`src/inc/fosp_pkg.sv`:
```
// Package: constants and types for the flash status polling host controller
package fosp_pkg;

    // ------------------------------------------------------------------
    // Register map of the controller (Wishbone, byte addresses)
    // ------------------------------------------------------------------
    localparam logic [7:0] REG_CTRL = 8'h00;
    localparam logic [7:0] REG_ADDR = 8'h04;
    localparam logic [7:0] REG_DATA = 8'h08;
    localparam logic [7:0] REG_STAT = 8'h0c;
    localparam logic [7:0] REG_LAST = 8'h10;

    // Control fields (write 1 to start; bit 4 is reserved and starts nothing)
    localparam int CTRL_POLL = 0;
    localparam int CTRL_TOGGLE = 1;
    localparam int CTRL_RST1 = 2;
    localparam int CTRL_RST3 = 3;
    localparam int CTRL_POLARITY_RSVD = 4;

    // Status fields
    localparam int STAT_BUSY = 0;
    localparam int STAT_DONE = 1;
    localparam int STAT_FAIL = 2;
    localparam int STAT_ABORT = 3;
    localparam int STAT_RDYPIN = 4;

    // Polled status bit positions
    localparam int COMPLETION_POLARITY_BIT = 7;
    localparam int PRIMARY_TOGGLE_BIT = 6;
    localparam int OPERATION_ERROR_BIT = 5;
    localparam int ERASE_STARTED_BIT = 3;
    localparam int ERASE_BLOCK_TOGGLE_BIT = 2;
    localparam int BUFFER_ABORT_BIT = 1;

    // Reset command data and unlock addresses
    localparam logic [15:0] CMD_AA = 16'h00aa;
    localparam logic [15:0] CMD_55 = 16'h0055;
    localparam logic [15:0] CMD_F0 = 16'h00f0;
    localparam logic [25:0] ADR_555 = 26'h0000555;
    localparam logic [25:0] ADR_2AA = 26'h00002aa;

    // ------------------------------------------------------------------
    // Timing (bus cycle phase lengths)
    // ------------------------------------------------------------------
    localparam int CLK_NS = 50;
    localparam int ACC_NS = 110;
    localparam int WP_NS = 50;
    localparam int ACC_CYC = (ACC_NS + CLK_NS - 1) / CLK_NS;
    localparam int WP_CYC = (WP_NS + CLK_NS - 1) / CLK_NS;
    localparam logic [3:0] ACC_CNT = 4'(ACC_CYC);
    localparam logic [3:0] WP_CNT = 4'(WP_CYC);

    // Flash pin group driven by the controller
    typedef struct packed {
        logic [25:0] addr;
        logic [15:0] dq_out;
        logic dq_oe;
        logic ce_b;
        logic oe_b;
        logic we_b;
    } fosp_pins_t;

    typedef enum logic [6:0] {
        ST_IDLE = 7'b0000001,
        ST_RD = 7'b0000010,
        ST_EVAL = 7'b0000100,
        ST_WR = 7'b0001000,
        ST_GAP = 7'b0010000,
        ST_NEXT = 7'b0100000,
        ST_END = 7'b1000000
    } fosp_state_t;

endpackage

```
`src/hdl/fosp_host.sv`:
```
// Host controller that polls flash operation progress and issues recovery
`timescale 1ns/100ps

module fosp_host
    import fosp_pkg::*;
(
    input wire logic mclk_i,
    input wire logic rst_b_i,
    input wire logic wb_cyc_i,
    input wire logic wb_stb_i,
    input wire logic wb_we_i,
    input wire logic [7:0] wb_adr_i,
    input wire logic [3:0] wb_sel_i,
    input wire logic [31:0] wb_dat_i,
    output logic [31:0] wb_dat_o,
    output logic wb_ack_o,
    output fosp_pins_t pins_o,
    input wire logic [15:0] dq_i,
    input wire logic busy_output_pin_i
);

    // ------------------------------------------------------------------
    // Declarations
    // ------------------------------------------------------------------
    fosp_state_t st_ff, nxt_st;
    fosp_pins_t pins_ff, nxt_pins;
    logic [3:0] cnt_ff, nxt_cnt;
    logic [1:0] step_ff, nxt_step;
    logic [1:0] mode_ff, nxt_mode; // 0 poll,1 toggle,2 reset1,3 reset3
    logic [25:0] adr_ff, nxt_adr;
    logic [7:0] exp_ff, nxt_exp;
    logic [15:0] last_ff, nxt_last;
    logic [15:0] prev_ff, nxt_prev;
    logic havep_ff, nxt_havep;
    logic quiet_ff, nxt_quiet;
    logic errseen_ff, nxt_errseen;
    logic busy_ff, nxt_busy;
    logic done_ff, nxt_done;
    logic fail_ff, nxt_fail;
    logic abort_ff, nxt_abort;
    logic ack_ff, nxt_ack;
    logic [31:0] rdat_ff, nxt_rdat;
    logic [15:0] dq_s1_ff, dq_s2_ff;
    logic rb_s1_ff, rb_s2_ff;
    logic wb_req;
    logic wr_ctrl;
    logic [7:0] sts;
    logic toggled;

    // ------------------------------------------------------------------
    // Input synchronisers
    // ------------------------------------------------------------------
    always_ff @(posedge mclk_i or negedge rst_b_i) begin
        if (!rst_b_i) begin
            dq_s1_ff <= 16'h0000;
            dq_s2_ff <= 16'h0000;
            rb_s1_ff <= 1'b1;
            rb_s2_ff <= 1'b1;
        end else begin
            dq_s1_ff <= dq_i;
            dq_s2_ff <= dq_s1_ff;
            rb_s1_ff <= busy_output_pin_i;
            rb_s2_ff <= rb_s1_ff;
        end
    end

    // Request decode; ack given one cycle after the request
    assign wb_req = wb_cyc_i && wb_stb_i && !wb_ack_o;
    assign wr_ctrl = wb_req && wb_we_i && wb_sel_i[0] &&
                     (wb_adr_i == REG_CTRL) && !busy_ff;
    assign sts = dq_s2_ff[7:0];
    assign toggled = havep_ff &&
                     (sts[PRIMARY_TOGGLE_BIT] !=
                      prev_ff[PRIMARY_TOGGLE_BIT]);

    // ------------------------------------------------------------------
    // Next-state logic
    // ------------------------------------------------------------------
    always_comb begin
        nxt_st = st_ff;
        nxt_pins = pins_ff;
        nxt_cnt = cnt_ff;
        nxt_step = step_ff;
        nxt_mode = mode_ff;
        nxt_adr = adr_ff;
        nxt_exp = exp_ff;
        nxt_last = last_ff;
        nxt_prev = prev_ff;
        nxt_havep = havep_ff;
        nxt_quiet = quiet_ff;
        nxt_errseen = errseen_ff;
        nxt_busy = busy_ff;
        nxt_done = done_ff;
        nxt_fail = fail_ff;
        nxt_abort = abort_ff;
        nxt_ack = wb_req;
        nxt_rdat = rdat_ff;
        // Register writes
        if (wb_req && wb_we_i && !busy_ff) begin
            if (wb_adr_i == REG_ADDR) begin
                nxt_adr = wb_dat_i[25:0];
            end
            if (wb_adr_i == REG_DATA && wb_sel_i[0]) begin
                nxt_exp = wb_dat_i[7:0];
            end
        end
        // Register reads; unmapped reads return zero
        if (wb_req && !wb_we_i) begin
            unique case (wb_adr_i)
                REG_ADDR: nxt_rdat = {6'h00, adr_ff};
                REG_DATA: nxt_rdat = {24'h000000, exp_ff};
                REG_STAT: nxt_rdat = {27'h0000000, rb_s2_ff, abort_ff,
                                      fail_ff, done_ff, busy_ff};
                REG_LAST: nxt_rdat = {16'h0000, last_ff};
                default: nxt_rdat = 32'h00000000;
            endcase
        end
        unique case (st_ff)
            ST_IDLE: begin
                if (wr_ctrl) begin
                    nxt_busy = 1'b1;
                    nxt_done = 1'b0;
                    nxt_fail = 1'b0;
                    nxt_abort = 1'b0;
                    nxt_havep = 1'b0;
                    nxt_quiet = 1'b0;
                    nxt_errseen = 1'b0;
                    nxt_step = 2'h0;
                    if (wb_dat_i[CTRL_RST3]) begin
                        nxt_mode = 2'h3;
                        nxt_st = ST_WR;
                    end else if (wb_dat_i[CTRL_RST1]) begin
                        nxt_mode = 2'h2;
                        nxt_st = ST_WR;
                    end else if (wb_dat_i[CTRL_TOGGLE]) begin
                        nxt_mode = 2'h1;
                        nxt_st = ST_RD;
                    end else if (wb_dat_i[CTRL_POLL]) begin
                        nxt_mode = 2'h0;
                        nxt_st = ST_RD;
                    end else begin
                        nxt_busy = 1'b0;
                    end
                    nxt_cnt = 4'h0;
                end
            end
            ST_RD: begin
                // Read cycle at the polling address
                nxt_pins.addr = adr_ff;
                nxt_pins.dq_oe = 1'b0;
                nxt_pins.ce_b = 1'b0;
                nxt_pins.oe_b = 1'b0;
                nxt_pins.we_b = 1'b1;
                if (cnt_ff == ACC_CNT + 4'h2) begin
                    nxt_st = ST_EVAL;
                    nxt_cnt = 4'h0;
                end else begin
                    nxt_cnt = cnt_ff + 4'h1;
                end
            end
            ST_EVAL: begin
                nxt_pins.ce_b = 1'b1;
                nxt_pins.oe_b = 1'b1;
                nxt_last = {8'h00, sts};
                nxt_prev = dq_s2_ff;
                nxt_havep = 1'b1;
                nxt_st = ST_GAP;
                if (mode_ff == 2'h0) begin
                    // Polarity match means done
                    if (sts[COMPLETION_POLARITY_BIT] ==
                        exp_ff[COMPLETION_POLARITY_BIT]) begin
                        nxt_done = 1'b1;
                        nxt_st = ST_END;
                    end else if (sts[OPERATION_ERROR_BIT] ||
                                 sts[BUFFER_ABORT_BIT]) begin
                        if (errseen_ff) begin
                            // Re-read after error bit, as polarity may flip
                            nxt_fail = sts[OPERATION_ERROR_BIT];
                            nxt_abort = sts[BUFFER_ABORT_BIT];
                            nxt_st = ST_END;
                        end
                        nxt_errseen = 1'b1;
                    end
                end else begin
                    if (havep_ff && !toggled) begin
                        if (quiet_ff) begin
                            nxt_done = 1'b1;
                            nxt_st = ST_END;
                        end
                        nxt_quiet = 1'b1;
                    end else begin
                        nxt_quiet = 1'b0;
                        if (havep_ff && (sts[OPERATION_ERROR_BIT] ||
                                         sts[BUFFER_ABORT_BIT])) begin
                            if (errseen_ff) begin
                                nxt_fail = sts[OPERATION_ERROR_BIT];
                                nxt_abort = sts[BUFFER_ABORT_BIT];
                                nxt_st = ST_END;
                            end
                            nxt_errseen = 1'b1;
                        end
                    end
                end
            end
            ST_WR: begin
                // Write cycle of a reset command
                nxt_pins.ce_b = 1'b0;
                nxt_pins.oe_b = 1'b1;
                nxt_pins.dq_oe = 1'b1;
                if (mode_ff == 2'h3 && step_ff == 2'h0) begin
                    nxt_pins.addr = ADR_555;
                    nxt_pins.dq_out = CMD_AA;
                end else if (mode_ff == 2'h3 && step_ff == 2'h1) begin
                    nxt_pins.addr = ADR_2AA;
                    nxt_pins.dq_out = CMD_55;
                end else begin
                    nxt_pins.addr = adr_ff;
                    nxt_pins.dq_out = CMD_F0;
                end
                nxt_pins.we_b = (cnt_ff > WP_CNT);
                if (cnt_ff == WP_CNT + 4'h1) begin
                    nxt_cnt = 4'h0;
                    nxt_st = ST_NEXT;
                end else begin
                    nxt_cnt = cnt_ff + 4'h1;
                end
            end
            ST_NEXT: begin
                nxt_pins.ce_b = 1'b1;
                nxt_pins.we_b = 1'b1;
                nxt_pins.dq_oe = 1'b0;
                if (mode_ff == 2'h3 && step_ff != 2'h2) begin
                    nxt_step = step_ff + 2'h1;
                    nxt_st = ST_WR;
                end else begin
                    nxt_done = 1'b1;
                    nxt_st = ST_END;
                end
            end
            ST_GAP: begin
                // Deselect between reads; pins stay released in this state and the first read cycle
                nxt_st = ST_RD;
            end
            ST_END: begin
                nxt_pins.ce_b = 1'b1;
                nxt_pins.oe_b = 1'b1;
                nxt_pins.we_b = 1'b1;
                nxt_pins.dq_oe = 1'b0;
                nxt_busy = 1'b0;
                nxt_st = ST_IDLE;
            end
        endcase
    end

    // ------------------------------------------------------------------
    // State registers
    // ------------------------------------------------------------------
    always_ff @(posedge mclk_i or negedge rst_b_i) begin
        if (!rst_b_i) begin
            st_ff <= ST_IDLE;
            pins_ff <= '{addr: 26'h0000000, dq_out: 16'h0000, dq_oe: 1'b0,
                         ce_b: 1'b1, oe_b: 1'b1, we_b: 1'b1};
            cnt_ff <= 4'h0;
            step_ff <= 2'h0;
            mode_ff <= 2'h0;
            adr_ff <= 26'h0000000;
            exp_ff <= 8'h00;
            last_ff <= 16'h0000;
            prev_ff <= 16'h0000;
            havep_ff <= 1'b0;
            quiet_ff <= 1'b0;
            errseen_ff <= 1'b0;
            busy_ff <= 1'b0;
            done_ff <= 1'b0;
            fail_ff <= 1'b0;
            abort_ff <= 1'b0;
            ack_ff <= 1'b0;
            rdat_ff <= 32'h00000000;
        end else begin
            st_ff <= nxt_st;
            pins_ff <= nxt_pins;
            cnt_ff <= nxt_cnt;
            step_ff <= nxt_step;
            mode_ff <= nxt_mode;
            adr_ff <= nxt_adr;
            exp_ff <= nxt_exp;
            last_ff <= nxt_last;
            prev_ff <= nxt_prev;
            havep_ff <= nxt_havep;
            quiet_ff <= nxt_quiet;
            errseen_ff <= nxt_errseen;
            busy_ff <= nxt_busy;
            done_ff <= nxt_done;
            fail_ff <= nxt_fail;
            abort_ff <= nxt_abort;
            ack_ff <= nxt_ack;
            rdat_ff <= nxt_rdat;
        end
    end

    assign wb_ack_o = ack_ff;
    assign wb_dat_o = rdat_ff;
    assign pins_o = pins_ff;

endmodule

```
`config.mk`:
```
export PLATFORM = sky130hd
export DESIGN_NAME = fosp_host
export DESIGN_NICKNAME = d
export VERILOG_FILES = /design/src/inc/fosp_pkg.sv /design/src/hdl/fosp_host.sv
export SDC_FILE = /design/constraint.sdc
export NUM_CORES = 1
export LEC_CHECK = 0
export ABC_AREA = 1
export ABC_CLOCK_PERIOD_IN_PS = 1600
export BUFFER_PORTS_ARGS = -buffer_cell sky130_fd_sc_hd__buf_2
export CORE_MARGIN = 2
export CORE_UTILIZATION = 54
export DETAILED_ROUTE_END_ITERATION = 10
export PLACE_DENSITY_LB_ADDON = 0.2
export SYNTH_ARGS = -nofsm -noshare
export SYNTH_HDL_FRONTEND = slang
export SYNTH_SLANG_ARGS = --single-unit
```
`constraint.sdc`:
```
create_clock -name mclk_i -period 1.6 [get_ports mclk_i]
set_clock_uncertainty 0.05 [all_clocks]
set_input_delay 0.24 -clock mclk_i [delete_from_list [all_inputs] [get_ports mclk_i]]
set_output_delay 0.24 -clock mclk_i [all_outputs]
set_load 0.02 [all_outputs]
```
# Word-level counts from Yosys, hierarchy flattened

Cells that the tools add are included.

Add/subtract/negate cells: 2
Multipliers: 0
Div/mod/pow operators: 0
$lt $le $gt $ge: 1
Equality and inequality tests: 32
Shifts and indexed selects: 0
Multiplexer cells: 72
Bitwise logic cells: 0
Reductions and logical operators: 48

Operators by type and width:

| cell                                                                   | count |
|---|---|
| 7-bit 2-to-1 mux                                                       | 15 |
| 26-bit case mux with 4 select lines                                    | 1 |
| 42-bit 2-to-1 mux                                                      | 2 |
| 26-bit case mux with 2 select lines                                    | 1 |
| 7-bit case mux with 7 select lines                                     | 1 |
| 1-bit 2-to-1 mux                                                       | 30 |
| 3-bit inequality test (second input constant)                          | 7 |
| 1-bit case mux with 2 select lines                                     | 10 |
| 8-bit by 4-bit equality test with 1-bit output (second input constant) | 2 |
| 1-bit logical AND                                                      | 15 |
| 2-bit inequality test (second input constant)                          | 7 |
| 2-bit nonzero test                                                     | 7 |
| 2-bit 2-to-1 mux                                                       | 6 |
| 4-bit 2-to-1 mux                                                       | 3 |
| 4-bit case mux with 3 select lines                                     | 1 |
| 6-bit AND reduction                                                    | 2 |
| 2-bit AND reduction                                                    | 5 |
| 3-bit AND reduction                                                    | 3 |
| 3-bit OR reduction                                                     | 3 |
| 8-bit by 3-bit equality test with 1-bit output (second input constant) | 1 |
| 8-bit by 5-bit equality test with 1-bit output (second input constant) | 1 |
| 8-bit zero test                                                        | 1 |
| 7-bit by 1-bit equality test with 1-bit output (second input constant) | 1 |
| 7-bit by 2-bit equality test with 1-bit output (second input constant) | 1 |
| other kinds (24)                                                       | 29 |

Bits in registers: 168
Bits in latches: 0
Memory bits (writable): 0
Memory bits (read-only): 0
Input port bits: 66
Output and inout bits: 79
Logic and storage cells: 182
Memories: 0

# Logic depth before layout (Yosys ltp)

Depth in word-level cells: 8
Gate-level depth with buffers: 11

# Least setup slack after synthesis

OpenSTA, ideal clock, no wires.

Path type: flip-flop to flip-flop
From: reg ack_ff, in the netlist wb_ack_o
To: reg rdat_ff[14], in the netlist wb_dat_o[14]
Arrival: 1306 ps
Required time: 1424 ps
Slack: 118 ps
Cell stages (with the launch flop): 8
Path buffers: 1
Period minus slack after synthesis: 1482 ps
Path through: dfrtp_1 > inv_1 > nand3_1 > nor2_2 > inv_2 > clkbuf_1 > nand2_1 > o21ai_0

Cells in the longest elaborated chain, start to end: 3

RTL lines:

| item                   | RTL line         | text |
|---|---|---|
| start, declared        | fosp_host.sv:41  | `logic ack_ff, nxt_ack;` |
| start signal, assigned | fosp_host.sv:296 | `ack_ff <= nxt_ack;` |
| 1-bit zero test        | fosp_host.sv:68  | `assign wb_req = wb_cyc_i && wb_stb_i && !wb_ack_o;` |
| 1-bit logical AND      | fosp_host.sv:68  |  |
| 1-bit logical AND      | fosp_host.sv:108 | `if (wb_req && !wb_we_i) begin` |
| end signal, assigned   | fosp_host.sv:297 | `rdat_ff <= nxt_rdat;` |
| end, declared          | fosp_host.sv:42  | `logic [31:0] rdat_ff, nxt_rdat;` |

No other way between the ends.
A chain may end at the register's enable or synchronous reset.

# Worst setup path in the final report

From: reg st_ff[1]
To: reg cnt_ff[1]

Cells in the longest elaborated chain, start to end: 3
Elaborated cells on any way between the ends: 7
Those cells by class: 4 x eq/ne; 1 x mux; 2 x reduce/logical

RTL lines:

| item                                                                         | RTL line         | text |
|---|---|---|
| start, declared                                                              | fosp_host.sv:25  | `fosp_state_t st_ff, nxt_st;` |
| start signal, assigned                                                       | fosp_host.sv:280 | `st_ff <= nxt_st;` |
| 7-bit by 1-bit equality test with 1-bit output (tied with other cells)       | fosp_host.sv:118 | `unique case (st_ff)` |
| 2-bit inequality test (no line) / 3-bit nonzero test (equally long branches) | --               |  |
| 2-bit AND reduction (no line)                                                | --               |  |
| end signal, assigned                                                         | fosp_host.sv:282 | `cnt_ff <= nxt_cnt;` |
| end, declared                                                                | fosp_host.sv:27  | `logic [3:0] cnt_ff, nxt_cnt;` |

Several ways; a longest one is shown, not always the timed one.

==> out/qor.csv <==
metric;value;unit
status;complete, but fails checks;
violations;negative setup slack;
fill_cells;824;
p_leak;4.38;nW
clockBufferDepth;2;
placed_cells;1003;
synth_area_leaders;dfrtp_1 54%, nand2_1 12%, nand3_1 4.5%;
synthDistinctLibCells;35;
cts.sinks;143;
grt_pass1_vias;5422;
cts_made_buffers;17;
drv_slew;0;
fin_crit;1.61;ns
slowest_delay;0.42;ns
max_freq;621;MHz
hold_class;input port to flop;
hpwlAfterDp;10900;µm
wl;16200;µm
synth_compound_area_frac;0.0943;
boundaryPins;145;
crit_arrival;1.86;ns
synthXorXnorAreaFrac;0.00137;
core-area;11500;µm²
fin_cells;1055;
placed_area;7210;µm²
finalHoldViolations;0;
drive_above_1_share;0.311;
setup_ws;-0.00943;ns
grt_pass1_wl;25700;µm
start_kind;flop;
finalHoldWorstSlack;0.0197;ns
cellPowerDensity;1600;nW/µm²
synthSimpleGateAreaFrac;0.243;
die_area;12700;µm²
cp_cell_sequence;buf_4 -> inv_1 -> nand2_1 -> nor2_4 -> nand2_4 -> nand2_4 -> buf_4 -> o21ai_2 -> nand2_1 -> nand2_1;
stdcell_area;8300;µm²
grt_max_degree;55;
final_cell_mix;181 x nand2_1, 135 x dfrtp_1, 112 x buf_2;
start_util;0.557;
ys_ff_latch;143;
cp_slowest_cell;dfrtp_2;
grt_setup_unrepaired;yes;
yosys.area_share.adder;0.00588;
drtPass1Iterations;5;
postLayoutCoreUtil;0.723;
syn_area;6380;µm²
antenna_found_initial;0;
gr-total-overflow;0;
seq_area_frac_synth;0.562;
synth_top_area_cell;dfrtp_1;
fin_crit_sh;1.01;
io_buffers;113;
worstPathMaxFanout;5;
drtIter0Drc;431;
syn_inst;738;
post-place-ws;-0.0736;ns
avgSynthCellArea;8.65;µm²
endpoint_kind;flop;
clk_latency;0.42;ns
place_congestion;0.870;
drc;0;
synth_top_family_by_area;simple AND/OR/NAND/NOR gates;
grt.total_usage;0.255;
crit_required;1.86;ns
via_per_inst;5.26;
root_buffer;clkbuf_16;
area_delta_synth_final;30.0;%
cp_common_cell;nand2_1;
worst-path-buf-inv;3;
vdd_drop_max;1.46;mV
crit_type;flop to flop;
vias;5545;
maxCapViolCount;0;
rows;39;
antenna_left;0;
cts_tree;done;
muxShareOfSynthArea;0;
n_antenna_cell;0;
fin_nets;969;
crit_family;simple AND/OR/NAND/NOR gates;
final_common_cell;nand2_1;
path_clk_slew;0.06;ns
h-tree-depth;4;
die_h;113;µm
yosys_warnings;0;
routedWlPerCell;15.3;µm
die_w;113;µm
setup_violations;4;
synth_top_area_frac;0.537;
-- per-layer routing --
metal / GRT usage / share of wire / wire, µm
met5: 0 / 0 / 0
met4: 0.0878 / 0.019 / 303
met3: 0.0584 / 0.062 / 995
met2: 0.424 / 0.49 / 7960
met1: 0.333 / 0.43 / 6900
-- repair_timing --
action / 4_1_cts / 5_1_grt
hold endpoints to repair: 44 / 0
gates resized for setup: 7 / 92
setup buffers: 1 / 8
cloned: 0 / 2
pin swaps: 1 / 33
hold buffers: 10 / 0
setup endpoints to repair: 31 / 98
-- cells by family (layout without fill, tap and decap cells) --
family          count (synthesis)  in the layout
flops                         143            143
compound gates                114            114
simple gates                  355            356
xor+xnor                        1              1
fa+ha+maj                       3              3
buf+inv                       121            281
other cells                     1             14
-- cell type report --
type / count / area, µm² / area share
flip-flops and latches: 143 / 3590 / 0.433
multi-input cells: 488 / 2520 / 0.303
clock buffers: 22 / 464 / 0.0560
inverters: 79 / 308 / 0.0371
repair buffers: 170 / 1100 / 0.132
well taps: 143 / 179 / 0.0216
clock inverters: 9 / 135 / 0.0163
repair inverters: 1 / 6.26 / 0.000754
-- cell usage after synthesis (all sizes together) --
cell type and count:
o21a 1, a211o 1, conb 1, dfrtp 137, o21ai 80, a31oi 1
buf 38, xor2 1, o21bai 2, clkbuf 4, dfstp 6, ha 3
nand2 208, and2 1, inv 79, nor3 3, nor2 73, a21oi 29
nand3 60, nand4 9, or2 1
-- worst min-delay path, stage by stage --
cell and delay [ns]:
buf_2 0.07, nor2_1 0.03, a21oi_1 0.10
-- where the power goes --
part	switching, mW	total [mW]	internal, mW
registers	0.410	4.67	4.26
clock network	1.50	4.03	2.53
logic	2.84	4.54	1.69
total	4.75	13.2	8.49
-- metrics by stage --
stage	power (mW)	setup TNS, ns
6_report	13.2	-0.0283
5_1_grt	13.9	-2.52
4_1_cts	12.7	-0.0200
3_5_place_dp	8.57	-0.631
3_3_place_gp	8.41	-0.0466
2_1_floorplan	7.44	0
-- flip-flops by register name (all words and copies together) (netlist names), 2 cells and up --
name and flops:
adr_ff 26, wb_dat_o 26, cnt_ff 4, dq_s2_ff 8, st_ff 7, exp_ff 8, last_ff 2, dq_s1_ff 8
step_ff 2, prev_ff 6, mode_ff 2, pins_o 34
-- path summary, 6_finish.rpt --
| kind | startpoint | end | slack [ns] | depth (start not counted) |
|---|---|---|---|---|
| worst max-delay path | st_ff[1] | cnt_ff[1] | -0.009 | 10 |
| worst min-delay path | wb_dat_i[17] | adr_ff[17] | 0.02 | 3 |
| worst max register to register | st_ff[1] | cnt_ff[1] | -0.009 | 10 |
| worst min register to register | dq_s1_ff[2] | dq_s2_ff[2] | 0.30 | 0 |
| max in group asynchronous | rst_b_i | wb_dat_o[25] | 0.63 | 3 |
| min in group asynchronous | rst_b_i | dq_s2_ff[1] | 0.25 | 2 |
Power figures use the tool's default switching activity.
